## config.mk

```make
export PLATFORM = sky130hd
export DESIGN_NAME = vip_prioritizer
export DESIGN_NICKNAME = d
export VERILOG_FILES = /design/src/design/vip_prio_enc.v /design/src/design/vip_prioritizer.v
export VERILOG_INCLUDE_DIRS = /design/src /design/src/design
export SDC_FILE = /design/constraint.sdc
export NUM_CORES = 1
export LEC_CHECK = 0
export BUFFER_PORTS_ARGS = -buffer_cell sky130_fd_sc_hd__buf_2
export CAP_MARGIN = 20
export CELL_PAD_IN_SITES_DETAIL_PLACEMENT = 0
export CELL_PAD_IN_SITES_GLOBAL_PLACEMENT = 1
export CORE_MARGIN = 5
export CORE_UTILIZATION = 28
export DETAILED_ROUTE_END_ITERATION = 6
export PLACE_DENSITY = 0.85
export RECOVER_POWER = 100
export SLEW_MARGIN = 10
export SYNTH_ARGS = -nofsm -noshare
export SYNTH_HDL_FRONTEND = slang
export SYNTH_SLANG_ARGS = --single-unit
```

## constraint.sdc

```tcl
create_clock -name clk_sys -period 2 [get_ports clk_sys]
set_input_delay 0.4 -clock clk_sys [delete_from_list [all_inputs] [get_ports clk_sys]]
set_output_delay 0.4 -clock clk_sys [all_outputs]
set_load 0.01 [all_outputs]
```

## src/design/vip_defs.vh

```
// Constants of the vectored interrupt prioritizer: sizes, default channels, reset values.
// Assumes inclusion by bare name from each design file that needs it.
//
// Behaviour
// - Sixty-four request channels; every peripheral request lands on one of them.
// - Several sources on one channel share it; any of them activates it.
// - Each channel has its own enable mask blocking its requests from the core.
// - Each channel is configured as fast or normal interrupt type.
// - Lowest channel number wins; channel 0 is highest priority.
// - Error unit high interrupt on channel 0; channel 1 reserved, no source.
// - Tick timer compares 0 to 3 on channels 2 to 5 ascending.
// - Tick timer overflows on channels 6 and 7, timebase on 8.
// - High-end timer level 1 on channel 10, level 2 on 24.
// - Timer transfer unit level 1 on channel 11, level 2 on 25.
// - Buffered serial port one level 0 on channel 12, level 1 on 26.
// - Interconnect port one level 0 on channel 13, level 1 on 27.
// - Converter one: event 14, software 1 on 15, software 2 on 28, magnitude 31.
// - CAN controller one level 0 on 16, level 1 on 29; 17, 30 reserved.
// - Dual-channel automotive bus controller level 0 on channel 18.
// - Error unit low interrupt on channel 20.
// - System software interrupt on channel 21.
`ifndef VIP_DEFS_VH
`define VIP_DEFS_VH

`define VIP_NUM_CHAN        64
`define VIP_CHAN_W          6

`define VIP_CH_ERR_HIGH     6'h00
`define VIP_CH_RSVD_NMI     6'h01
`define VIP_CH_TICK_CMP0    6'h02
`define VIP_CH_TICK_OVF0    6'h06
`define VIP_CH_TICK_OVF1    6'h07
`define VIP_CH_TICK_TBASE   6'h08
`define VIP_CH_HET_L1       6'h0A
`define VIP_CH_HTU_L1       6'h0B
`define VIP_CH_SPI1_L0      6'h0C
`define VIP_CH_LIP1_L0      6'h0D
`define VIP_CH_ADC1_EVT     6'h0E
`define VIP_CH_ADC1_SW1     6'h0F
`define VIP_CH_CAN1_L0      6'h10
`define VIP_CH_RSVD_A       6'h11
`define VIP_CH_DBUS_L0      6'h12
`define VIP_CH_ERR_LOW      6'h14
`define VIP_CH_SW_INT       6'h15
`define VIP_CH_HET_L2       6'h18
`define VIP_CH_HTU_L2       6'h19
`define VIP_CH_SPI1_L1      6'h1A
`define VIP_CH_LIP1_L1      6'h1B
`define VIP_CH_ADC1_SW2     6'h1C
`define VIP_CH_CAN1_L1      6'h1D
`define VIP_CH_RSVD_B       6'h1E
`define VIP_CH_ADC1_MAG     6'h1F

`define VIP_RST_LINE        1'b0
`define VIP_RST_CHAN        6'h00
`define VIP_RST_PEND        64'h0000_0000_0000_0000

`endif

```

## src/design/vip_prio_enc.v

```verilog
// Lowest-index-wins priority encoder over the 64 channel requests.
// Assumes a purely combinational caller; result is registered outside.
`include "vip_defs.vh"

module vip_prio_enc (
	// Requests
	input  wire [`VIP_NUM_CHAN-1:0] req,
	// Result
	output wire                     any,
	output wire [`VIP_CHAN_W-1:0]   win
);

	function [`VIP_CHAN_W-1:0] lowest_set;
		input [`VIP_NUM_CHAN-1:0] v;
		integer i;
		begin
			lowest_set = `VIP_RST_CHAN;
			// Descending scan so the smallest index is written last
			for (i = `VIP_NUM_CHAN - 1; i >= 0; i = i - 1) begin
				if (v[i]) begin
					lowest_set = i[`VIP_CHAN_W-1:0];
				end
			end
		end
	endfunction

	assign any = |req;
	assign win = lowest_set(req);

endmodule // vip_prio_enc

```

## src/design/vip_prioritizer.v

```verilog
// Vectored interrupt prioritizer: maps peripheral requests to 64 channels,
// masks them, splits them into fast and normal lines and picks each winner.
// Assumes all sources are level requests from logic on clk_sys; no sync needed.
`include "vip_defs.vh"

module vip_prioritizer (
	// Clock and reset
	input  wire                     clk_sys,
	input  wire                     sys_rst,
	// Error signaling unit
	input  wire                     err_high_req,
	input  wire                     err_low_req,
	// OS tick timer
	input  wire [3:0]               tick_cmp_req,
	input  wire                     tick_ovf0_req,
	input  wire                     tick_ovf1_req,
	input  wire                     tick_tbase_req,
	// High-end timer and its transfer unit
	input  wire                     het_l1_req,
	input  wire                     het_l2_req,
	input  wire                     htu_l1_req,
	input  wire                     htu_l2_req,
	// Serial ports
	input  wire                     spi1_l0_req,
	input  wire                     spi1_l1_req,
	input  wire                     lip1_l0_req,
	input  wire                     lip1_l1_req,
	// Converter one
	input  wire                     adc1_evt_req,
	input  wire                     adc1_sw1_req,
	input  wire                     adc1_sw2_req,
	input  wire                     adc1_mag_req,
	// CAN, automotive bus, system
	input  wire                     can1_l0_req,
	input  wire                     can1_l1_req,
	input  wire                     dbus_l0_req,
	input  wire                     sw_int_req,
	// Other sources, one bit per channel, shared with the named ones
	input  wire [`VIP_NUM_CHAN-1:0] other_req,
	// Channel configuration
	input  wire [`VIP_NUM_CHAN-1:0] chan_enable,
	input  wire [`VIP_NUM_CHAN-1:0] chan_is_fast,
	// Fast line to the core
	output reg                      fast_interrupt_line,
	output reg  [`VIP_CHAN_W-1:0]   fast_channel,
	// Normal line to the core
	output reg                      normal_interrupt_line,
	output reg  [`VIP_CHAN_W-1:0]   normal_channel,
	// Status
	output reg  [`VIP_NUM_CHAN-1:0] pending
);

	reg  [`VIP_NUM_CHAN-1:0] chan_raw;
	wire [`VIP_NUM_CHAN-1:0] chan_live;
	wire [`VIP_NUM_CHAN-1:0] fast_req;
	wire [`VIP_NUM_CHAN-1:0] normal_req;
	wire                     next_fast_any;
	wire                     next_normal_any;
	wire [`VIP_CHAN_W-1:0]   next_fast_win;
	wire [`VIP_CHAN_W-1:0]   next_normal_win;
	integer                  k;

	// Default source placement; OR keeps any shared source able to fire the channel
	always @* begin
		chan_raw = other_req;
		chan_raw[`VIP_CH_ERR_HIGH]   = other_req[`VIP_CH_ERR_HIGH] | err_high_req;
		for (k = 0; k < 4; k = k + 1) begin
			chan_raw[`VIP_CH_TICK_CMP0 + k] = other_req[`VIP_CH_TICK_CMP0 + k]
				| tick_cmp_req[k];
		end
		chan_raw[`VIP_CH_TICK_OVF0]  = other_req[`VIP_CH_TICK_OVF0] | tick_ovf0_req;
		chan_raw[`VIP_CH_TICK_OVF1]  = other_req[`VIP_CH_TICK_OVF1] | tick_ovf1_req;
		chan_raw[`VIP_CH_TICK_TBASE] = other_req[`VIP_CH_TICK_TBASE] | tick_tbase_req;
		chan_raw[`VIP_CH_HET_L1]     = other_req[`VIP_CH_HET_L1] | het_l1_req;
		chan_raw[`VIP_CH_HET_L2]     = other_req[`VIP_CH_HET_L2] | het_l2_req;
		chan_raw[`VIP_CH_HTU_L1]     = other_req[`VIP_CH_HTU_L1] | htu_l1_req;
		chan_raw[`VIP_CH_HTU_L2]     = other_req[`VIP_CH_HTU_L2] | htu_l2_req;
		chan_raw[`VIP_CH_SPI1_L0]    = other_req[`VIP_CH_SPI1_L0] | spi1_l0_req;
		chan_raw[`VIP_CH_SPI1_L1]    = other_req[`VIP_CH_SPI1_L1] | spi1_l1_req;
		chan_raw[`VIP_CH_LIP1_L0]    = other_req[`VIP_CH_LIP1_L0] | lip1_l0_req;
		chan_raw[`VIP_CH_LIP1_L1]    = other_req[`VIP_CH_LIP1_L1] | lip1_l1_req;
		chan_raw[`VIP_CH_ADC1_EVT]   = other_req[`VIP_CH_ADC1_EVT] | adc1_evt_req;
		chan_raw[`VIP_CH_ADC1_SW1]   = other_req[`VIP_CH_ADC1_SW1] | adc1_sw1_req;
		chan_raw[`VIP_CH_ADC1_SW2]   = other_req[`VIP_CH_ADC1_SW2] | adc1_sw2_req;
		chan_raw[`VIP_CH_ADC1_MAG]   = other_req[`VIP_CH_ADC1_MAG] | adc1_mag_req;
		chan_raw[`VIP_CH_CAN1_L0]    = other_req[`VIP_CH_CAN1_L0] | can1_l0_req;
		chan_raw[`VIP_CH_CAN1_L1]    = other_req[`VIP_CH_CAN1_L1] | can1_l1_req;
		chan_raw[`VIP_CH_DBUS_L0]    = other_req[`VIP_CH_DBUS_L0] | dbus_l0_req;
		chan_raw[`VIP_CH_ERR_LOW]    = other_req[`VIP_CH_ERR_LOW] | err_low_req;
		chan_raw[`VIP_CH_SW_INT]     = other_req[`VIP_CH_SW_INT] | sw_int_req;
	end

	// Masking; no latching, so a request ends as soon as its source drops
	assign chan_live  = chan_raw & chan_enable;
	assign fast_req   = chan_live & chan_is_fast;
	assign normal_req = chan_live & ~chan_is_fast;

	vip_prio_enc u_fast_enc (
		.req (fast_req),
		.any (next_fast_any),
		.win (next_fast_win)
	);

	vip_prio_enc u_normal_enc (
		.req (normal_req),
		.any (next_normal_any),
		.win (next_normal_win)
	);

	// One register stage: costs a cycle of latency, keeps outputs glitch free
	always @(posedge clk_sys) begin
		if (sys_rst) begin
			fast_interrupt_line   <= `VIP_RST_LINE;
			fast_channel          <= `VIP_RST_CHAN;
			normal_interrupt_line <= `VIP_RST_LINE;
			normal_channel        <= `VIP_RST_CHAN;
			pending               <= `VIP_RST_PEND;
		end else begin
			// Once raised the core cannot mask fast, so only the channel mask stops it
			fast_interrupt_line   <= next_fast_any;
			fast_channel          <= next_fast_win;
			normal_interrupt_line <= next_normal_any;
			normal_channel        <= next_normal_win;
			pending               <= chan_live;
		end
	end

endmodule // vip_prioritizer

```

* Yosys cells after proc, flatten, opt, wreduce, memory -nomap -nowiden
Cells that the tools add are included.
** Operators by class
- Reductions and logical operators :: 14
- Multiplexer cells :: 126
- Bitwise logic cells :: 29
** Operators with widths (number)
- 2-to-1 mux 6 bit :: 64
- AND 64 bit :: 3
- 2-to-1 mux 5 bit :: 32
- OR reduction 64 bit :: 2
- OR reduction 33 bit :: 2
- 2-to-1 mux 4 bit :: 16
- NOT 64 bit :: 1
- OR reduction 17 bit :: 2
- OR 1 bit :: 25
- 2-to-1 mux 3 bit :: 8
- OR reduction 9 bit :: 2
- OR reduction 5 bit :: 2
- 2-to-1 mux 2 bit :: 4
- OR reduction 3 bit :: 2
- OR reduction 2 bit :: 2
- 2-to-1 mux 1 bit :: 2
** Storage, ports and cells
- Bits in registers :: 78
- Output and inout port bits :: 78
- Logic and storage cells :: 184
- Input port bits :: 219

* Depth between registers and ports, before layout
Gate-level depths: netlist of run 1.
- Word-level depth :: 66
- Mapped depth :: 7
- Mapped depth without buffers :: 7

* By module
Synthesis of run 1 repeated with hierarchy kept, for this count alone.
** Second synthesis, totals
- Cell total of the unflattened synthesis :: 672
- Area total of the unflattened synthesis :: 4677.0 um^2
** Modules (own cells, without submodules)
- vip_prioritizer :: instances 1, cells each 382, area an instance 2902.8 um^2, seq. area each 1561.5 um^2
- vip_prio_enc :: instances 2, cells each 145, area an instance 887.1 um^2, seq. area each 0.0 um^2

* Worst setup path after synthesis of run 1
Ideal clock, no wire load.
- Kind :: input to register
- From :: in other_req[45]
- To :: reg normal_channel[2]
- Cell stages on the path :: 7
- Setup time :: 0.125 ns
- Setup slack :: 0.354 ns
- Arrival :: 1.521 ns
- Required time :: 1.875 ns
- Path buffers :: 0
- Cell sequence :: nand2_1 > o22ai_1 > nor4_2 > a211oi_1 > or3b_1 > a21oi_1 > o21ai_1
** On the way
- Longest elaborated chain between the ends :: 44
** RTL lines
- start: declaration :: line vip_prioritizer.v:39 : input wire [`VIP_NUM_CHAN-1:0] other_req,
- AND 64 bit :: line vip_prioritizer.v:94 : assign chan_live = chan_raw & chan_enable;
- AND 64 bit :: line vip_prioritizer.v:96 : assign normal_req = chan_live & ~chan_is_fast;
- 2-to-1 mux 6 bit (14 in series) :: line vip_prio_enc.v:20 : if (v[i]) begin
- 2-to-1 mux 5 bit (16 in series) :: line vip_prio_enc.v:20
- 2-to-1 mux 4 bit (8 in series) :: line vip_prio_enc.v:20
- 2-to-1 mux 3 bit (4 in series) :: line vip_prio_enc.v:20
- end signal: assignment :: line vip_prioritizer.v:116 : normal_channel <= `VIP_RST_CHAN;
- end signal: assignment :: line vip_prioritizer.v:123 : normal_channel <= next_normal_win;
- end: declaration :: line vip_prioritizer.v:48 : output reg [`VIP_CHAN_W-1:0] normal_channel,
No other way between the ends.
A chain may end at the register's enable or synchronous reset.

* Final worst setup path of run 1
- From :: in chan_is_fast[63]
- To :: reg normal_channel[2]
** On the way
- Longest elaborated chain between the ends :: 62
** RTL lines
- start: declaration :: line vip_prioritizer.v:42 : input wire [`VIP_NUM_CHAN-1:0] chan_is_fast,
- NOT 64 bit :: line vip_prioritizer.v:96
- AND 64 bit :: line vip_prioritizer.v:96
- 2-to-1 mux 6 bit (32 in series) :: line vip_prio_enc.v:20
- 2-to-1 mux 5 bit (16 in series) :: line vip_prio_enc.v:20
- 2-to-1 mux 4 bit (8 in series) :: line vip_prio_enc.v:20
- 2-to-1 mux 3 bit (4 in series) :: line vip_prio_enc.v:20
No other way between the ends.

==> flow_metrics.tcl, run 1 <==
set metrics [dict create \
    ctsResizeCount 0 \
    cp_top_family "simple AND/OR/NAND/NOR gates" \
    yosys-top-cells-area "dfxtp_1 (34%), nor2_1 (9.9%), nand2_1 (6.4%), nand3_1 (5.6%), o211ai_1 (4.3%)" \
    syn-cell-area_mm2 0.00454 \
    ys_ff_latch 78 \
    ys.warnings.count 0 \
    syn_to_final_growth_pct 47.8 \
    cap_violations 0 \
    synth_area_leader_cell "dfxtp_1" \
    path_clk_slew_ns 0.06 \
    syn_nets 838 \
    critPathRequiredTime_ns 2.27 \
    dr_total_vias 5989 \
    grt_pass1_wl_um 29500 \
    irDropWorstVdd_v 0.000367 \
    switching_power_mw 1.43 \
    hold_class "in -> reg" \
    p_int_mw 3.10 \
    maxSlewViolCount 0 \
    die_w_um 137 \
    grt_setup_unrepaired "no" \
    worstPathCellList "buf_2, nand3b_1, nand4b_1, or3b_1, a211oi_1, or3b_1, a21oi_1, o21ai_1" \
    cts.hold.buffers_added 0 \
    p_sw_frac 0.315 \
    drt-initial-drc-count 345 \
    start_util 0.286 \
    end_kind "flip-flop" \
    cts_tree "built" \
    cts_sinks 78 \
    drive_gt1_frac 0.299 \
    seq_area_frac_synth 0.344 \
    crit_type "in -> reg" \
    cts_buffers 9 \
    antenna_found_initial 0 \
    core_area_mm2 0.0159 \
    yosysTopAreaCellShare 0.344 \
    diodes 0 \
    critical_path.slowest_cell "a211oi_1" \
    syn_inst 619 \
    setup_viol 0 \
    overflow 0 \
    post-cts-setup-buffer-count 0 \
    most-common-layout-cells "buf_2 (215), nor2_1 (120), clkbuf_1 (84), dfxtp_1 (78), nand2_1 (77)" \
    crit_path_max_incr_delay_ns 0.40 \
    grt_start_max_net_pins 42 \
    syn_avg_cell_area_um2 7.33 \
    fin_crit_sh 0.928 \
    final_common_cell "buf_2" \
    power_mw 4.53 \
    max_freq_ghz 0.539 \
    rows 46 \
    power.share.combinational 0.268 \
    critPathLaunchType "input port" \
    drc 0 \
    port_buffers 296 \
    wl_um 19900 \
    post_drt_wl_per_cell_um 17.0 \
    h-tree-depth 3 \
    post-dp-hpwl_um 17100 \
    worstPathBufferInverterCount 1 \
    die_h_um 137 \
    track_usage 0.204 \
    final_util 0.422 \
    min_period_ns 1.86 \
    postRouteAntennaNets 0 \
    grt_pass1_vias 5773 \
    first_pass_iters 5 \
    synth-edff-count 0 \
    pre_cts_ws_ns -0.163 \
    finalHoldViolCount 0 \
    power.clock.fraction 0.367 \
    p_per_area_mw_per_mm2 676 \
    ys_types 62 \
    max-clock-path-buffers 2 \
    vias_per_cell 5.10 \
    outcome "completed" \
    relSlewSlack 0.166 \
    worstPathMaxFanout 3 \
    synth-async-reset-ratio 0 \
    crit_arrival_ns 2.13 \
    synth_ff_type "dfxtp_1" \
    dieArea_mm2 0.0188 \
    fin_nets 1173 \
    leakage_nw 3.06 \
    fin_ws_ns 0.144 \
    gp_congestion 0.822 \
    worstMarginPinSlew_ns 1.25 \
    boundaryPins 297 \
    cpMostUsedCell "or3b_1" \
    cts_root_buffer "clkbuf_16" \
    p_seq_frac 0.365 \
]
[final cells by class]
type                            count  area [um2]
Fill cell                        1754        9180
Multi-Input combinational cell    522        2900
Timing Repair Buffer              332        1640
Sequential cell                    78        1560
Tap cell                          216         270
Clock buffer                        9         225
Clock inverter                      7        65.1
Inverter                           11        41.3
[per-layer routing]
metal	up-vias	wire, um	global-route usage
met1	2736	8210	0.249
met5	-	0	0
met2	239	9560	0.350
met4	0	356	0.0649
met3	24	1810	0.0515
li1	2990	-	-
[tightest hold or removal path: cells and delay by family]
family / cells / cell delay, ns
buffers and inverters: 1 / 0.11
AND/OR/NAND/NOR: 2 / 0.08
[power by group through the flow]
stage / Clock (mW) / Combinational (mW) / Sequential [mW]
final: 1.66 / 1.21 / 1.65
after global routing: 1.77 / 1.34 / 1.66
after CTS: 1.71 / 1.25 / 1.65
after floorplan: 0 / 0.552 / 1.73
after global placement: 0 / 1.23 / 1.68
after detailed placement: 0 / 1.24 / 1.69
[flip-flops by register name, indices dropped and copies added (netlist names)]
| name | flops |
|---|---|
| fast_interrupt_line | 1 |
| normal_interrupt_line | 1 |
| normal_channel | 6 |
| pending | 64 |
| fast_channel | 6 |
[worst paths after layout]
check | slack [ns] | endpoint | depth (start not counted) | from
worst max-delay path | 0.14 | normal_channel[2] | 8 | chan_is_fast[63]
worst min-delay path | 0.28 | pending[53] | 3 | chan_enable[53]
[per-stage QoR]
stage | instance area (um2) | setup TNS (ns) | instances | hold WS [ns]
2_1_floorplan | 4540 | 0 | 619 | 0.514
6_report | 6700 | 0 | 1175 | 0.282
4_1_cts | 6820 | 0 | 1175 | 0.268
5_1_grt | 6700 | 0 | 1175 | 0.282
3_5_place_dp | 6530 | -0.206 | 1159 | 0.642
3_3_place_gp | 6530 | -0.156 | 1159 | 0.637
[cell families after synthesis]
group / count (synthesis) / synth area share
AND/OR/NAND/NOR: 342 / 0.359
flip-flops: 78 / 0.344
AO/OA/AOI/OAI: 180 / 0.281
buffers and inverters: 19 / 0.0157
[cell usage after synthesis (all sizes together) (2+ instances only)]
library cell	count
nand3b	7
nand2b	10
o221ai	2
o211ai	26
a31oi	11
nor2	121
nand4	9
o32a	3
o21ai	46
o31ai	5
a211oi	7
a221oi	3
or2	2
o32ai	5
a21boi	7
and3b	6
and2	3
or3b	2
or3	3
a2111oi	4
o21a	5
and3	7
o21bai	3
clkbuf	5
o22ai	20
a21oi	17
a41oi	2
dfxtp	78
nor4	7
buf	3
nor3b	2
nand2	78
nand4b	3
a21o	2
nor3	27
o2111ai	3
inv	11
nor2b	3
nand3	51
No activity file was read; power rests on OpenSTA's default activity.
==> inputs of run 2 (changes only) <==
==> constraint.sdc (replaced) <==
create_clock -name clk_sys -period 2 [get_ports clk_sys]
set_input_delay 0.2 -clock clk_sys [delete_from_list [all_inputs] [get_ports clk_sys]]
set_output_delay 0.2 -clock clk_sys [all_outputs]
set_load 0.01 [all_outputs]
==> flow_metrics.tcl, run 2 (synthesis gave the netlist of run 1 again) <==
set metrics [dict create \
    outcome "completed" \
    cp.depth 8 \
    fin_crit_sh 0.830 \
    worstMarginPinSlew_ns 1.38 \
    top_regs "pending: 64 flops, fast_channel: 6 flops, normal_channel: 6 flops" \
    finalHoldViolCount 0 \
    grt_pass1_vias 5662 \
    grt_setup_unrepaired "no" \
    ctsResizeCount 0 \
    critical_path.slowest_cell "nor4_1" \
    switching_power_mw 1.41 \
    crit_arrival_ns 1.94 \
    p_int_mw 3.19 \
    crit_path_max_incr_delay_ns 0.57 \
    p_sw_frac 0.306 \
    grt_start_max_net_pins 65 \
    cap_violations 0 \
    diodes 0 \
    start_util 0.286 \
    fin_nets 1146 \
    crit_type "in -> reg" \
    vias_per_cell 5.05 \
    relSlewSlack 0.0808 \
    rows 46 \
    power.share.combinational 0.251 \
    most-common-layout-cells "buf_2 (217), nor2_1 (120), clkbuf_1 (80), dfxtp_1 (78), nand2_1 (77)" \
    power.clock.fraction 0.389 \
    drive_gt1_frac 0.281 \
    dr_total_vias 5803 \
    end_kind "flip-flop" \
    worstPathBufferInverterCount 1 \
    h-tree-depth 3 \
    path_clk_slew_ns 0.06 \
    first_pass_iters 5 \
    finalNonFillerCells 1148 \
    largest_reg_flops 64 \
    cts_sinks 78 \
    hold_class "in -> reg" \
    drt-initial-drc-count 287 \
    irDropWorstVdd_v 0.000365 \
    cts_root_buffer "clkbuf_16" \
    cts_tree "built" \
    fin_setup_tns_ns 0 \
    overflow 0 \
    drc 0 \
    critPathRequiredTime_ns 2.28 \
    final_common_cell "buf_2" \
    die_h_um 137 \
    cts.hold.buffers_added 0 \
    p_seq_frac 0.359 \
    worstPathCellList "buf_2, and3b_4, nor4_1, nor3_1, a211oi_1, or3b_1, a21oi_1, o21ai_1" \
    p_per_area_mw_per_mm2 706 \
    boundaryPins 297 \
    regMostFlops "pending" \
    port_buffers 296 \
    worstPathMaxFanout 4 \
    core_area_mm2 0.0159 \
    wl_um 19700 \
    dp.cells 1132 \
    crit_path_end "normal_channel[2]" \
    track_usage 0.199 \
    fillers 1779 \
    maxSlewViolCount 0 \
    postRouteAntennaNets 0 \
    gp_congestion 0.848 \
    min_period_ns 1.66 \
    max-clock-path-buffers 2 \
    post-dp-hpwl_um 16900 \
    startpoint "chan_enable[50]" \
    cp_top_family "simple AND/OR/NAND/NOR gates" \
    post_drt_wl_per_cell_um 17.1 \
    cts_buffers 9 \
    antenna_found_initial 0 \
    critPathLaunchType "input port" \
    leakage_nw 2.95 \
    post-cts-setup-buffer-count 0 \
    max_freq_ghz 0.603 \
    setup_viol 0 \
    dieArea_mm2 0.0188 \
    grt_pass1_wl_um 28700 \
    die_w_um 137 \
    syn_to_final_growth_pct 43.6 \
]
## run 2: cell types whose count changed in the layout (fill, tap and decap cells not counted), moves of 2 or more
cell	delta
clkbuf_1	-4
clkinv_2	-2
buf_4	-24
buf_2	+2
nor4_2	-2
nor4_1	+2
## run 2: metal layers
metal | vias up | global-route usage | part of all wire
li1 | 2934 | - | -
met1 | 2617 | 0.237 | 0.41
met2 | 218 | 0.338 | 0.47
met3 | 34 | 0.0625 | 0.096
met4 | 0 | 0.0721 | 0.024
met5 | - | 0 | 0
## run 2: stage by stage
stage | hold slack (ns) | worst slack [ns] | instance area [um2] | utilization | total power, mW
after floorplan | 0.314 | 0.554 | 4540 | - | 2.28
after global placement | 0.437 | 0.0834 | 6330 | 0.398 | 2.86
after detailed placement | 0.440 | 0.0524 | 6330 | 0.398 | 2.87
after CTS | 0.0660 | 0.418 | 6640 | 0.418 | 4.68
after global routing | 0.0833 | 0.182 | 6520 | 0.410 | 4.85
final | 0.0781 | 0.340 | 6520 | 0.410 | 4.60
## run 2: layout make-up
type | count | area, um2 | area share
Clock inverter | 6 | 86.3 | 0.0133
Tap cell | 216 | 270 | 0.0415
Multi-Input combinational cell | 522 | 2880 | 0.442
Inverter | 11 | 41.3 | 0.00634
Timing Repair Buffer | 305 | 1450 | 0.222
Clock buffer | 10 | 229 | 0.0351
Sequential cell | 78 | 1560 | 0.240
## run 2: how the worst min path moves through the flow
| stage | endpoint | cells after the start | from |
|---|---|---|---|
| final | pending[49] | 3 | chan_enable[49] |
| after detailed placement | pending[49] | 3 | chan_enable[49] |
| after global routing | pending[33] | 3 | chan_enable[33] |
| after global placement | pending[49] | 3 | chan_enable[49] |
| after CTS | pending[49] | 3 | chan_enable[49] |
| after floorplan | pending[33] | 2 | chan_enable[33] |
## run 2: worst min-delay path: cells and delay by family
family | cells | cell delay [ns]
buffers and inverters | 1 | 0.11
AND/OR/NAND/NOR | 2 | 0.08
## run 2: power groups by stage
| stage | clock, mW | sequential, mW | combinational (mW) |
|---|---|---|---|
| detailed placement | 0 | 1.69 | 1.18 |
| global placement | 0 | 1.68 | 1.18 |
| global route | 1.91 | 1.66 | 1.28 |
| finish | 1.79 | 1.65 | 1.16 |
| CTS | 1.84 | 1.65 | 1.19 |
| floorplan | 0 | 1.73 | 0.552 |
==> inputs of run 3 (changes only) <==
Settings changed: ABC_AREA set to 1, CORE_UTILIZATION 28 to 24, PLACE_DENSITY 0.85 to 0.81.
Clock period 2 ns to 1.4 ns, I/O delays scaled along.
==> flow_metrics.tcl, run 3 <==
set metrics [dict create \
    outcome "finished with violations" \
    violations "negative setup slack" \
    switching_power_mw 2.10 \
    cts_buffers 9 \
    post_drt_wl_per_cell_um 12.3 \
    fin_ws_ns -1.90 \
    relSlewSlack 0.532 \
    most-common-layout-cells "nand2_1 (267), buf_2 (209), buf_4 (165), nor2_1 (157), clkbuf_1 (81)" \
    placed_cell_area_mm2 0.00765 \
    critical_path.slowest_cell "buf_2" \
    syn_inst 752 \
    postRouteAntennaNets 0 \
    grt_pass1_wl_um 28600 \
    ys.warnings.count 0 \
    power.clock.fraction 0.354 \
    leakage_nw 4.58 \
    yosys-top-cells-area "dfxtp_1 (34%), nand2_1 (23%), nor2_1 (15%), inv_1 (4.7%), nand3_1 (4.4%)" \
    met2_usage 0.300 \
    use_met3 0.0445 \
    ys_types 26 \
    drt-initial-drc-count 170 \
    hold_class "in -> reg" \
    gp_congestion 0.800 \
    fin_crit_sh 2.36 \
    power.share.combinational 0.310 \
    die_h_um 147 \
    p_int_mw 4.90 \
    synth_most_common_cell "nand2_1" \
    busiest_layer "met2" \
    worstMarginPinSlew_ns 0.703 \
    p_per_area_mw_per_mm2 848 \
    synth-async-reset-ratio 0 \
    cap_violations 0 \
    fillers 1974 \
    vias_per_cell 4.16 \
    wl_um 18000 \
    grt_util_met1 0.183 \
    drive_gt1_frac 0.423 \
    grt_setup_unrepaired "yes" \
    finalHoldViolCount 0 \
    die_w_um 147 \
    dieArea_mm2 0.0217 \
    syn_nets 971 \
    drc 0 \
    worstPathMaxFanout 2 \
    irDropWorstVdd_v 0.000559 \
    core_area_mm2 0.0186 \
    track_usage 0.163 \
    syn_avg_cell_area_um2 6.03 \
    h-tree-depth 3 \
    critPathLaunchType "input port" \
    end_kind "flip-flop" \
    min_period_ns 3.30 \
    cts_root_buffer "clkbuf_16" \
    grt_pass1_vias 6111 \
    dr_total_vias 6118 \
    boundaryPins 297 \
    crit_type "in -> reg" \
    cts_sinks 78 \
    setup_viol 6 \
    cts_tree "built" \
    max-clock-path-buffers 2 \
    maxSlewViolCount 0 \
    antenna_found_initial 0 \
    fin_nets 1451 \
    path_clk_slew_ns 0.06 \
    rows 50 \
    diodes 0 \
    syn_to_final_growth_pct 81.9 \
    largest_reg_flops 64 \
    p_sw_frac 0.300 \
    post-dp-hpwl_um 15200 \
    fin_hold_ws_ns 0.0369 \
    critPathRequiredTime_ns 1.64 \
    design_area_mm2 0.00825 \
    max_freq_ghz 0.303 \
    cpMostUsedCell "nand2_1" \
    top_regs "pending: 64 flops, fast_channel: 6 flops, normal_channel: 6 flops" \
    first_pass_iters 5 \
    crit_arrival_ns 3.54 \
    start_util 0.243 \
    final_util 0.442 \
    synth_common_cells "nand2_1 (282), nor2_1 (178), dfxtp_1 (78)" \
    syn-cell-area_mm2 0.00453 \
    ys_ff_latch 78 \
    synth-edff-count 0 \
    synth_ff_type "dfxtp_1" \
    p_seq_frac 0.336 \
    seq_area_frac_synth 0.344 \
    port_buffers 296 \
    synth_area_leader_cell "dfxtp_1" \
    yosysTopAreaCellShare 0.344 \
    crit_path_max_incr_delay_ns 0.12 \
    final_common_cell "nand2_1" \
    grt_start_max_net_pins 25 \
    overflow 0 \
    regMostFlops "pending" \
]
[run 3: critical path, delay by kind of cell]
family	cells	cell delay (ns)
buf+inv	2	0.17
simple gates	62	3.18
compound gates	1	0.05
[run 3: path summary, 6_finish.rpt]
kind / start / to / slack [ns] / depth (start not counted)
setup / recovery: chan_is_fast[62] / normal_channel[0] / -1.90 / 65
hold / removal: chan_enable[9] / pending[9] / 0.04 / 3
[run 3: power groups by stage]
stage,sequential (mW),clock [mW],combinational (mW)
CTS,2.35,2.57,2.15
global route,2.36,2.64,2.45
floorplan,2.46,0,0.849
detailed placement,2.40,0,2.05
finish,2.35,2.48,2.17
global placement,2.40,0,2.04
[run 3: cell families after synthesis]
| family | synth area share |
|---|---|
| flops | 0.344 |
| buf+inv | 0.0980 |
| simple gates | 0.481 |
| compound gates | 0.0767 |
[run 3: layer usage]
metal | part of all wire | vias up | wire length [um]
li1 | - | 3276 | -
met5 | 0 | - | 0
met2 | 0.51 | 173 | 9140
met3 | 0.064 | 22 | 1150
met1 | 0.41 | 2647 | 7430
met4 | 0.017 | 0 | 311
[run 3: final cells by class]
class	instances	area [um2]	share of cell area
well taps	234	293	0.0355
multi-input cells	596	2850	0.345
clock buffers	13	260	0.0316
flip-flops and latches	78	1560	0.189
clock inverters	3	42.5	0.00516
inverters	70	408	0.0495
repair buffers	477	2830	0.344
[run 3: through the flow]
stage               setup WS [ns]  power (mW)  std cells  setup TNS (ns)
floorplan                   -1.69        3.31        752           -4.94
CTS                         -1.88        7.07       1477           -7.66
finish                      -1.90        7.00       1471           -6.07
global route                -2.52        7.45       1471           -8.55
global placement            -2.37        4.43       1450          -11.22
detailed placement          -2.37        4.45       1450          -11.33
[run 3: timing repair]
item                       in CTS  in global routing
setup endpoints to repair       7                 14
buffers inserted               10                  2
pin swaps                      31                 58
resized for setup              44                 62
hold buffers                    1                  0
hold endpoints to repair        1                  0
